**config.mk**
```make
export PLATFORM = sky130hd
export DESIGN_NAME = icc_top
export DESIGN_NICKNAME = d
export VERILOG_FILES = /design/src/inc/icc_pkg.sv /design/src/rtl/icc_pin_edge.sv /design/src/rtl/icc_top.sv
export SDC_FILE = /design/constraint.sdc
export NUM_CORES = 1
export LEC_CHECK = 0
export BUFFER_PORTS_ARGS = -buffer_cell sky130_fd_sc_hd__clkbuf_2
export CAP_MARGIN = 20
export CELL_PAD_IN_SITES_DETAIL_PLACEMENT = 0
export CELL_PAD_IN_SITES_GLOBAL_PLACEMENT = 1
export CORE_MARGIN = 1
export CORE_UTILIZATION = 40
export DETAILED_ROUTE_END_ITERATION = 16
export GPL_TIMING_DRIVEN = 0
export PLACE_DENSITY_LB_ADDON = 0.2
export SYNTH_ARGS = -nofsm -noshare
export SYNTH_HDL_FRONTEND = slang
export SYNTH_SLANG_ARGS = --single-unit
```
**constraint.sdc**
```tcl
create_clock -name i_clock -period 6.7 [get_ports i_clock]
set_input_delay 0.335 -clock i_clock [delete_from_list [all_inputs] [get_ports i_clock]]
set_output_delay 0.335 -clock i_clock [all_outputs]
set_load 0.01 [all_outputs]
```
**src/inc/icc_pkg.sv**
```systemverilog
/*
 * input capture channel group: shared constants, register map, field
 * positions and capture mode codes.
 * assumes a single 100 MHz clock and a 32-bit APB register bus.
 */
package icc_pkg;

    // ------------------------------------------------------------
    // sizes
    // ------------------------------------------------------------
    localparam int ICC_NCH   = 8;     // number of capture channels
    localparam int ICC_DEPTH = 4;     // capture words per channel buffer
    localparam int ICC_TW    = 16;    // time base / capture word width
    localparam int ICC_AW    = 8;     // apb address width
    localparam int ICC_CW    = 3;     // channel index width
    localparam int ICC_NW    = 3;     // buffer occupancy width

    // ------------------------------------------------------------
    // register map (byte addresses)
    // ------------------------------------------------------------
    localparam logic [ICC_AW-1:0] ICC_CH_SPACE_END = 8'h40; // channels below this
    localparam logic [ICC_AW-1:0] ICC_IF_ADDR      = 8'h40; // interrupt flags, w1c
    localparam logic [ICC_AW-1:0] ICC_IE_ADDR      = 8'h44; // interrupt enables
    localparam int               ICC_CH_LSB       = 3;     // channel index in address
    localparam int               ICC_SLOT_BIT     = 2;     // 0 = control, 1 = buffer

    // ------------------------------------------------------------
    // capture_control_reg fields
    // ------------------------------------------------------------
    localparam int ICC_SIDL_BIT  = 13;  // stop_in_idle
    localparam int ICC_TBSEL_BIT = 7;   // timebase_select: 1 = timer_a, 0 = timer_b
    localparam int ICC_IEC_LSB   = 5;   // interrupt_event_count, two bits
    localparam int ICC_OV_BIT    = 4;   // capture_overflow_flag, read only
    localparam int ICC_BNE_BIT   = 3;   // buffer_not_empty_flag, read only
    localparam int ICC_MODE_LSB  = 0;   // capture_mode_select, three bits

    localparam logic [ICC_TW-1:0] ICC_CON_RST = 16'h0000;

    // ------------------------------------------------------------
    // capture modes and prescaler end counts
    // ------------------------------------------------------------
    typedef enum logic [2:0] {
        ICC_OFF       = 3'b000,
        ICC_EDGE_BOTH = 3'b001,
        ICC_FALL      = 3'b010,
        ICC_RISE      = 3'b011,
        ICC_RISE4     = 3'b100,
        ICC_RISE16    = 3'b101,
        ICC_RSVD      = 3'b110,
        ICC_IRQ_ONLY  = 3'b111
    } icc_mode_e;

    localparam logic [3:0] ICC_PS4_LAST  = 4'h3;
    localparam logic [3:0] ICC_PS16_LAST = 4'hf;

endpackage

```
**src/rtl/icc_pin_edge.sv**
```systemverilog
/*
 * pin synchroniser and edge detector for one capture input.
 * assumes the pin is asynchronous to i_clock; pulses last one cycle.
 */
module icc_pin_edge (
    // clock and reset
    input  wire logic i_clock,
    input  wire logic i_rst,
    // pin
    input  wire logic i_pin,
    // edge pulses
    output logic      o_rise,
    output logic      o_fall
);

    logic meta_r;
    logic sync_r;
    logic prev_r;

    // two flops then a history flop for edge detection
    always_ff @(posedge i_clock) begin
        if (i_rst) begin
            meta_r <= 1'b0;
            sync_r <= 1'b0;
            prev_r <= 1'b0;
        end else begin
            meta_r <= i_pin;
            sync_r <= meta_r;
            prev_r <= sync_r;
        end
    end

    assign o_rise = sync_r & ~prev_r;
    assign o_fall = ~sync_r & prev_r;

endmodule // icc_pin_edge

```
**src/rtl/icc_top.sv**
```systemverilog
/*
 * input capture channel group with an APB register slave.
 * each channel watches a pin, stores the selected time base count in a
 * four word buffer and raises a per-channel interrupt flag.
 * assumes timer counts and cpu sleep/idle levels come from i_clock logic;
 * capture pins are asynchronous.
 */
module icc_top
    import icc_pkg::*;
(
    // clock and reset
    input  wire logic                 i_clock,
    input  wire logic                 i_rst,
    // apb slave
    input  wire logic                 i_psel,
    input  wire logic                 i_penable,
    input  wire logic                 i_pwrite,
    input  wire logic [ICC_AW-1:0]    i_paddr,
    input  wire logic [31:0]          i_pwdata,
    output logic      [31:0]          o_prdata,
    output logic                      o_pready,
    output logic                      o_pslverr,
    // capture pins and time bases
    input  wire logic [ICC_NCH-1:0]   i_capture_pin,
    input  wire logic [ICC_TW-1:0]    i_timer_a,
    input  wire logic [ICC_TW-1:0]    i_timer_b,
    // cpu power state
    input  wire logic                 i_cpu_sleep,
    input  wire logic                 i_cpu_idle,
    // interrupt and wake
    output logic      [ICC_NCH-1:0]   o_capture_irq,
    output logic                      o_wake
);

    // ------------------------------------------------------------
    // address decode helpers
    // ------------------------------------------------------------

    // address falls in the per-channel window
    function automatic logic is_chan(input logic [ICC_AW-1:0] a);
        return (a < ICC_CH_SPACE_END);
    endfunction

    // channel number carried by an address
    function automatic logic [ICC_CW-1:0] chan_of(input logic [ICC_AW-1:0] a);
        return a[ICC_CH_LSB +: ICC_CW];
    endfunction

    // address names the buffer word of a channel
    function automatic logic is_buf(input logic [ICC_AW-1:0] a);
        return is_chan(a) && a[ICC_SLOT_BIT] && (a[1:0] == 2'b00);
    endfunction

    // address names the control word of a channel
    function automatic logic is_con(input logic [ICC_AW-1:0] a);
        return is_chan(a) && !a[ICC_SLOT_BIT] && (a[1:0] == 2'b00);
    endfunction

    // ------------------------------------------------------------
    // state
    // ------------------------------------------------------------
    logic [ICC_TW-1:0]  fifo_r   [ICC_NCH][ICC_DEPTH];
    logic [ICC_NW-1:0]  count_r  [ICC_NCH];
    logic [3:0]         presc_r  [ICC_NCH];
    logic [1:0]         evcnt_r  [ICC_NCH];
    icc_mode_e          mode_r   [ICC_NCH];
    logic [1:0]         iec_r    [ICC_NCH];
    logic [ICC_NCH-1:0] tbsel_r;
    logic [ICC_NCH-1:0] sidl_r;
    logic [ICC_NCH-1:0] ovf_r;
    logic [ICC_NCH-1:0] flag_r;
    logic [ICC_NCH-1:0] ie_r;
    logic [31:0]        prdata_r;
    logic               pready_r;
    logic               pslverr_r;
    logic [ICC_NCH-1:0] irq_r;
    logic               wake_r;

    // ------------------------------------------------------------
    // bus decode
    // ------------------------------------------------------------
    wire logic              setup_ph   = i_psel & ~i_penable;
    wire logic              access_ok  = i_psel & i_penable & pready_r;
    wire logic              wr_ok      = access_ok & i_pwrite;
    wire logic              rd_ok      = access_ok & ~i_pwrite;
    wire logic [ICC_CW-1:0] acc_ch     = chan_of(i_paddr);
    wire logic              hit_con    = is_con(i_paddr);
    wire logic              hit_buf    = is_buf(i_paddr);
    wire logic              hit_if     = (i_paddr == ICC_IF_ADDR);
    wire logic              hit_ie     = (i_paddr == ICC_IE_ADDR);
    wire logic              mapped     = hit_con | hit_buf | hit_if | hit_ie;

    // per-channel views shared with the bus read mux
    logic [ICC_TW-1:0]  con_word [ICC_NCH];
    logic [ICC_TW-1:0]  head_word[ICC_NCH];
    logic [ICC_NCH-1:0] flag_nxt;
    logic [ICC_NCH-1:0] wake_hit;

    // read data for the address held in the setup phase
    wire logic [31:0] rd_word =
        hit_con ? {16'h0000, con_word[acc_ch]}  :
        hit_buf ? {16'h0000, head_word[acc_ch]} :
        hit_if  ? {24'h000000, flag_r}          :
        hit_ie  ? {24'h000000, ie_r}            : 32'h00000000;

    // ------------------------------------------------------------
    // channels
    // ------------------------------------------------------------
    // one copy per channel
    for (genvar g = 0; g < ICC_NCH; g++) begin : g_ch
        logic rise;
        logic fall;

        icc_pin_edge u_edge (
            .i_clock (i_clock),
            .i_rst   (i_rst),
            .i_pin   (i_capture_pin[g]),
            .o_rise  (rise),
            .o_fall  (fall)
        );

        wire logic m_off  = (mode_r[g] == ICC_OFF);
        wire logic m_both = (mode_r[g] == ICC_EDGE_BOTH);
        wire logic m_fall = (mode_r[g] == ICC_FALL);
        wire logic m_rise = (mode_r[g] == ICC_RISE);
        wire logic m_r4   = (mode_r[g] == ICC_RISE4);
        wire logic m_r16  = (mode_r[g] == ICC_RISE16);
        wire logic m_irq  = (mode_r[g] == ICC_IRQ_ONLY);

        // stop-in-idle halts, otherwise idle runs fully
        wire logic run    = ~i_cpu_sleep & ~(i_cpu_idle & sidl_r[g]);
        wire logic ps_hit = rise & ((m_r4 & (presc_r[g] == ICC_PS4_LAST)) |
                                    (m_r16 & (presc_r[g] == ICC_PS16_LAST)));
        // no capture events while the cpu sleeps
        wire logic event_q = run & ((m_both & (rise | fall)) | (m_fall & fall) |
                                    (m_rise & rise) | ps_hit);
        wire logic pop     = rd_ok & hit_buf & (acc_ch == ICC_CW'(g)) &
                             (count_r[g] != '0);
        wire logic full    = (count_r[g] == ICC_NW'(ICC_DEPTH)) & ~pop;
        wire logic store   = event_q & ~ovf_r[g] & ~full;
        // fifth event on a full buffer, not in mode 001
        wire logic ovf_set = event_q & full & ~m_both;
        // interrupt every (count + 1) stored captures
        wire logic ev_hit  = store & (evcnt_r[g] == iec_r[g]);
        wire logic [ICC_TW-1:0] tb = tbsel_r[g] ? i_timer_a : i_timer_b;
        wire logic [ICC_NW-1:0] widx = count_r[g] - ICC_NW'(pop);

        // every edge flags in mode 001 while run is high, count ignored
        wire logic set_both = m_both & run & (rise | fall);
        // mode 111 only interrupts, in any power state
        wire logic set_irq  = m_irq & rise;
        wire logic set_cnt  = ev_hit & ~m_both;
        wire logic clr_sw   = wr_ok & hit_if & i_pwdata[g];

        // set wins over a software clear in the same cycle
        assign flag_nxt[g] = set_both | set_irq | set_cnt | (flag_r[g] & ~clr_sw);
        // wake from sleep or idle on mode 111 with enable
        assign wake_hit[g] = set_irq & ie_r[g] & (i_cpu_sleep | i_cpu_idle);

        // not-empty flag follows the buffer occupancy
        assign con_word[g] = {2'b00, sidl_r[g], 5'b00000, tbsel_r[g], iec_r[g],
                              ovf_r[g], (count_r[g] != '0), mode_r[g]};
        // an empty buffer shows whatever word is left at the head
        assign head_word[g] = fifo_r[g][0];

        // control register writes
        always_ff @(posedge i_clock) begin
            if (i_rst) begin
                mode_r[g]  <= icc_mode_e'(ICC_CON_RST[ICC_MODE_LSB +: 3]);
                iec_r[g]   <= ICC_CON_RST[ICC_IEC_LSB +: 2];
                tbsel_r[g] <= ICC_CON_RST[ICC_TBSEL_BIT];
                sidl_r[g]  <= ICC_CON_RST[ICC_SIDL_BIT];
            end else if (wr_ok && hit_con && acc_ch == ICC_CW'(g)) begin
                mode_r[g]  <= icc_mode_e'(i_pwdata[ICC_MODE_LSB +: 3]);
                iec_r[g]   <= i_pwdata[ICC_IEC_LSB +: 2];
                tbsel_r[g] <= i_pwdata[ICC_TBSEL_BIT];
                sidl_r[g]  <= i_pwdata[ICC_SIDL_BIT];
            end
        end

        // edge prescaler and interrupt event counter
        always_ff @(posedge i_clock) begin
            // cleared by reset and by the off mode
            if (i_rst || m_off) begin
                presc_r[g] <= 4'h0;
            end else if (rise && run && (m_r4 || m_r16)) begin
                presc_r[g] <= ps_hit ? 4'h0 : presc_r[g] + 4'h1;
            end
            if (i_rst || m_off) begin
                evcnt_r[g] <= 2'b00;
            end else if (store) begin
                evcnt_r[g] <= ev_hit ? 2'b00 : evcnt_r[g] + 2'b01;
            end
        end

        // buffer occupancy and overflow lock
        always_ff @(posedge i_clock) begin
            if (i_rst) begin
                count_r[g] <= '0;
                ovf_r[g]   <= 1'b0;
            end else begin
                count_r[g] <= count_r[g] + ICC_NW'(store) - ICC_NW'(pop);
                // lock releases once the buffer is drained
                if (ovf_set) begin
                    ovf_r[g] <= 1'b1;
                end else if (pop && count_r[g] == ICC_NW'(1)) begin
                    ovf_r[g] <= 1'b0;
                end
            end
        end

        // four word buffer, read shifts words forward
        always_ff @(posedge i_clock) begin
            if (pop) begin
                for (int k = 0; k < ICC_DEPTH - 1; k++) begin
                    fifo_r[g][k] <= fifo_r[g][k+1];
                end
            end
            // store time base at the first free slot
            if (store) begin
                fifo_r[g][widx[1:0]] <= tb;
            end
        end
    end

    // ------------------------------------------------------------
    // interrupt flags and enables
    // ------------------------------------------------------------

    // flags and enables, enables steer the irq and wake outputs
    always_ff @(posedge i_clock) begin
        if (i_rst) begin
            flag_r <= '0;
            ie_r   <= '0;
        end else begin
            flag_r <= flag_nxt;
            if (wr_ok && hit_ie) begin
                ie_r <= i_pwdata[ICC_NCH-1:0];
            end
        end
    end

    // registered interrupt and wake outputs
    always_ff @(posedge i_clock) begin
        if (i_rst) begin
            irq_r  <= '0;
            wake_r <= 1'b0;
        end else begin
            // enable gates the flag onto the line
            irq_r  <= flag_r & ie_r;
            wake_r <= |wake_hit;
        end
    end

    // ------------------------------------------------------------
    // apb answer
    // ------------------------------------------------------------

    // one wait-free access cycle; data latched in the setup cycle
    always_ff @(posedge i_clock) begin
        if (i_rst) begin
            pready_r  <= 1'b0;
            pslverr_r <= 1'b0;
            prdata_r  <= 32'h00000000;
        end else begin
            pready_r  <= setup_ph;
            pslverr_r <= setup_ph & ~mapped;
            if (setup_ph) begin
                prdata_r <= i_pwrite ? 32'h00000000 : rd_word;
            end
        end
    end

    assign o_prdata      = prdata_r;
    assign o_pready      = pready_r;
    assign o_pslverr     = pslverr_r;
    assign o_capture_irq = irq_r;
    assign o_wake        = wake_r;

endmodule // icc_top

```
# After elaboration in Yosys (flattened, before gate mapping)
# Memories as Yosys holds them, arrays and structs flattened.
# Cells that the tools add are included.
[totals]
inputBits = 87
output_inout_bits = 43
memories = 6
mem_bits_rw = 624
regBits = 107
word_cells = 1706
[op_classes]
n_eq_ne = 97
bitwise_logic = 794
mux = 606
add_sub_neg = 40
magnitude_cmp = 18
reduce_logical = 90
[mem_list]
columns = ["memory", "depth", "word_bits", "rd", "rd_ports_with_merged_regs", "write_ports", "line_no", "rtl"]
rows = [
  ["fifo_r", 8, 64, 8, 0, 8, "icc_top.sv:62", "logic [ICC_TW-1:0] fifo_r [ICC_NCH][ICC_DEPTH];"],
  ["presc_r", 8, 4, 8, 0, 8, "icc_top.sv:64", "logic [3:0] presc_r [ICC_NCH];"],
  ["count_r", 8, 3, 8, 0, 8, "icc_top.sv:63", "logic [ICC_NW-1:0] count_r [ICC_NCH];"],
  ["mode_r", 8, 3, 8, 0, 8, "icc_top.sv:66", "icc_mode_e mode_r [ICC_NCH];"],
  ["evcnt_r", 8, 2, 8, 0, 8, "icc_top.sv:65", "logic [1:0] evcnt_r [ICC_NCH];"],
  ["iec_r", 8, 2, 8, 0, 8, "icc_top.sv:67", "logic [1:0] iec_r [ICC_NCH];"],
]
[op_table]
columns = ["cell", "n"]
rows = [
  ["2-to-1 mux 64 bit", 8],
  ["2-to-1 mux 1 bit", 507],
  ["OR 1 bit", 492],
  ["2-to-1 mux 16 bit", 23],
  ["demux 16 bit (select 2 bit)", 8],
  ["AND 1 bit", 224],
  ["equality test 3 bit (second input constant)", 36],
  ["binary-select mux 16 bit (select 3 bit)", 2],
  ["inverter 1 bit", 68],
  ["2-to-1 mux 4 bit", 16],
  ["equality test 3 x 2 -> 1 bit (second input constant)", 18],
  ["equality test 3 x 1 -> 1 bit (second input constant)", 17],
  ["2-to-1 mux 2 bit", 24],
  ["2-to-1 mux 3 bit", 16],
  ["logical AND 1 bit", 46],
  ["adder 4 x 1 -> 4 bit (second input constant)", 8],
  ["equality test 4 x 2 -> 1 bit (second input constant)", 8],
  ["equality test 4 bit (second input constant)", 8],
  ["logical NOT 3 bit", 9],
  ["adder 3 x 1 -> 3 bit", 8],
  ["greater-or-equal comparator 3 bit (second input constant)", 8],
  ["< comparator 3 x 1 -> 1 bit (second input constant)", 8],
  ["inverter 2 -> 3 bit", 8],
  ["nonzero test 3 bit", 8],
  ["other kinds (15)", 67],
]

# Logic depth before layout (Yosys ltp)
[logic_depth]
ltp_word = 14
mapped_depth = 15
depth_no_buf = 13

# Modules after synthesis
# Synthesis repeated with hierarchy kept, for this count alone.
[unflattened]
hier_cells = 2332
area_unflattened_um2 = 33621.0
[by_module_without_submodules]
columns = ["module", "cells_each", "instances", "area_each_um2", "seq_area_each_um2"]
rows = [
  ["icc_top", 2268, 1, 32890.3, 19839.0],
  ["icc_pin_edge", 8, 8, 91.3, 60.1],
]

# Least setup slack after synthesis
# OpenSTA, ideal clock, no wires.
[synth_timing]
path_type = "input to register"
startpoint = "in i_paddr[7]"
endpoint = "mem fifo_r[1][128] in the netlist's numbering (enable)"
setup_slack_ns = 2.502
cell_stages = 11
setup_ns = 0.413
path_buffers = 2
required_ns = 6.287
arrival_ns = 3.786
path_cell_list = "or4_4 -> buf_6 -> clkbuf_1 -> nor3_1 -> nand2_1 -> or2_2 -> inv_1 -> ha_1 -> inv_1 -> ha_1 -> nor3b_1"
[synth_rtl]
columns = ["element", "line_no", "rtl"]
rows = [
  ["start, declared", "icc_top.sv:18", "input wire logic [ICC_AW-1:0] i_paddr,"],
  ["end, declared", "icc_top.sv:62", ""],
]

==> impl_metrics.py <==
metrics = {
    "setup_path": {
        "slowest_delay_ns": 0.94,
        "crit_type": "flip-flop to flip-flop",
        "path_buf_inv": 3,
        "crit_family": "simple AND/OR/NAND/NOR gates",
        "crit_path_end_kind": "flip-flop",
        "critPathLaunchType": "flip-flop",
        "required_ns": 6.86,
        "cp_max_fo": 16,
        "crit_chain": "nand4b_1 > nor3_1 > nand2_1 > or2_2 > inv_1 > ha_1 > inv_1 > ha_1 > nand2_1 > nor3_1 > nand3_1 > clkbuf_1 > nand2_1",
        "cp_slowest_cell": "nor3_1",
        "cp.arrival_ns": 5.66,
        "cp_common_cell": "nand2_1",
    },
    "layout": {
        "regArea_um2": 20320,
        "drive_gt1_frac": 0.3333,
        "nFillCells": 7473,
        "fin_nets": 2695,
        "area_delta_synth_final_pct": 14.11,
        "multi_input_area_um2": 12760,
    },
    "sta": {
        "tns_ns": 0,
        "setup_viol": 0,
        "clock_skew_ns": 0.01566,
        "hold_viol_final": 0,
        "rsz0062_at_grt": "no",
        "period_share": 0.8211,
        "slew_violations": 0,
        "final.setup.worst_slack_ns": 1.199,
        "worstMarginPinSlew_ns": 1.224,
        "max_freq_ghz": 0.1818,
        "max-slew-margin-rel": 0.1780,
        "post-route-min-period_ns": 5.501,
    },
    "floorplan": {
        "design.die.area_um2": 86010,
        "die_h_um": 293.3,
        "io_pins": 130,
        "die_w_um": 293.3,
        "initial_core_util": 0.4049,
        "core_um2": 83820,
        "rows": 106,
    },
    "cts": {
        "cts_buffers": 80,
        "post_cts_buffers": 0,
        "clock_path_buffers": 3,
        "clock_latency_ns": 0.63,
        "cts.reportedPaths.clkPinSlew_ns": 0.06,
        "cts_tree": "done",
        "cts.sinks": 715,
        "clockRootBuffer": "clkbuf_16",
        "htreeDepth": 3,
    },
    "detailed_routing": {
        "avgRoutedWirePerCell_um": 25.51,
        "drtIter0Drc": 1417,
        "ant_nets": 0,
        "drc": 0,
        "vias_per_cell": 5.492,
        "drt-total-wl_um": 95610,
        "drtPass1Iterations": 5,
        "num_vias": 20585,
    },
    "yosys": {
        "syn_area_um2": 33940,
        "synth_ff_type": "edfxtp_1",
        "synth_xor_xnor_area_share": 0.01445,
        "synth_compound_area_frac": 0.03561,
        "ys_types": 81,
        "ys_warn_count": 0,
        "postSynthCellCount": 2345,
        "ys_ff_latch": 715,
        "synth_top_area_cell": "edfxtp_1",
        "synth_area_per_cell_um2": 14.47,
        "yosysMostFrequentCell": "edfxtp_1",
        "postSynth.asyncResetShare": 0,
        "seq_area_frac_synth": 0.5987,
        "synth_top_cells_by_count": "600 x edfxtp_1, 508 x mux2_2, 119 x nor2_1, 115 x dfxtp_1, 105 x nand2_1",
        "synthAdderAreaFrac": 0.02168,
        "synth-edff-count": 600,
        "synth.area.mux_share": 0.2143,
        "synth_simple_gate_area_share": 0.08660,
        "synth_top_family_by_area": "multiplexers",
        "synthTopCellsByArea": "edfxtp_1 53%, mux2_2 17%, dfxtp_1 6.8%",
        "synth_top_area_share": 0.5309,
    },
    "power": {
        "vdd_drop_max_mv": 0.2594,
        "p_leak_uw": 0.01362,
        "p_per_area_nw_per_um2": 249.3,
    },
    "place": {
        "dp_hpwl_um": 70770,
        "routabilityCongestion": 0.9018,
        "pre_cts_slack_ns": 0.7356,
        "port_buffers": 83,
    },
    "global_route": {
        "overflow": 0,
        "grt_pass1_vias": 20900,
        "grt_max_degree": 17,
        "grt_usage": 0.2235,
        "grt_pass1_wl_um": 140300,
        "antenna_found_initial": 2,
    },
    "min_path": {
        "hold_path_class": "input port to flip-flop",
    },
    "flow_run": {
        "maxCapViolCount": 0,
    },
    "status": {
        "outcome": "finished, final reports clean",
    },
}
sequential cells by signal, summed over array words and instances, names as in the netlist, 16 cells and up:
register	count
fifo_r	512
mode_r	24
o_prdata	16
iec_r	16
presc_r	32
count_r	24
evcnt_r	16
con_word	24
placed cells by master, fill, tap and decap left out, types with 31 or more instances in the layout:
cell type / count
and3_1: 45
clkbuf_1: 95
clkbuf_16: 84
clkbuf_2: 84
dfxtp_1: 115
edfxtp_1: 600
ha_1: 46
inv_1: 83
mux2_2: 508
mux2i_1: 32
mux4_2: 40
nand2_1: 105
nand3_1: 33
nor2_1: 119
nor2b_1: 31
nor3_1: 43
xnor2_1: 35
path summary, 6_finish.rpt:
kind	start	endpoint	slack, ns	cells after the start
hold / removal	i_pwdata[6]	ie_r[6]	0.21	3
setup reg to reg	o_pready	fifo_r[1][155]	1.20	13
setup / recovery	o_pready	fifo_r[1][155]	1.20	13
hold reg to reg	g_ch[7].u_edge.meta_r	g_ch[7].u_edge.sync_r	0.45	1
worst min-delay path, stage by stage:
cell and delay, ns:
clkbuf_2 0.28, mux2i_1 0.12, nor2_1 0.07
cell type report:
cell class,instances,area share
Tap cell,1134,0.03664
Clock inverter,37,0.007981
Buffer,137,0.01696
Timing Repair Buffer,112,0.01887
Inverter,83,0.008045
Sequential cell,715,0.5247
Antenna cell,1,0.00006462
Clock buffer,104,0.05725
Multi-Input combinational cell,1425,0.3295
report_power, final:
group          internal [uW]  switching [uW]
clock network           2460            1820
logic                    181             329
registers               4830            32.5
kinds of logic (layout without fill, tap and decap cells):
kind of cell / Yosys count / in the layout
adders and majority gates: 54 / 54
AOI/OAI and AO/OA: 167 / 167
and+or+nand+nor: 530 / 530
other: 1 / 17
DFF: 715 / 715
xor gates and xnor gates: 56 / 56
muxes: 602 / 602
buffers and inverters: 220 / 473
per-stage QoR:
step	std cells	hold slack, ns	utilization	instance area, um2	power, uW
global placement	3577	0.4361	0.4274	35830	5444
CTS	3744	0.1742	0.4615	38680	9749
detailed placement	3593	0.4263	0.4302	36060	5460
finish	3748	0.2093	0.4620	38720	9654
floorplan	2360	0.4138	-	33990	5238
global route	3748	0.2076	0.4620	38720	9953
per-layer routing:
metal	GRT usage	up-vias	routed length, um
met2	0.3759	555	46590
li1	-	9352	-
met3	0.03071	171	4412
met5	0	-	0
met4	0.06974	0	2989
met1	0.2988	10507	41610
what timing repair did:
action | 4_1_cts | 5_1_grt
endpoints found under the hold margin | 10 | 0
gates resized for setup | 0 | 0
setup endpoints to repair | 0 | 0
hold buffers | 10 | 0
Note: power is estimated with default switching activity, not from simulation.
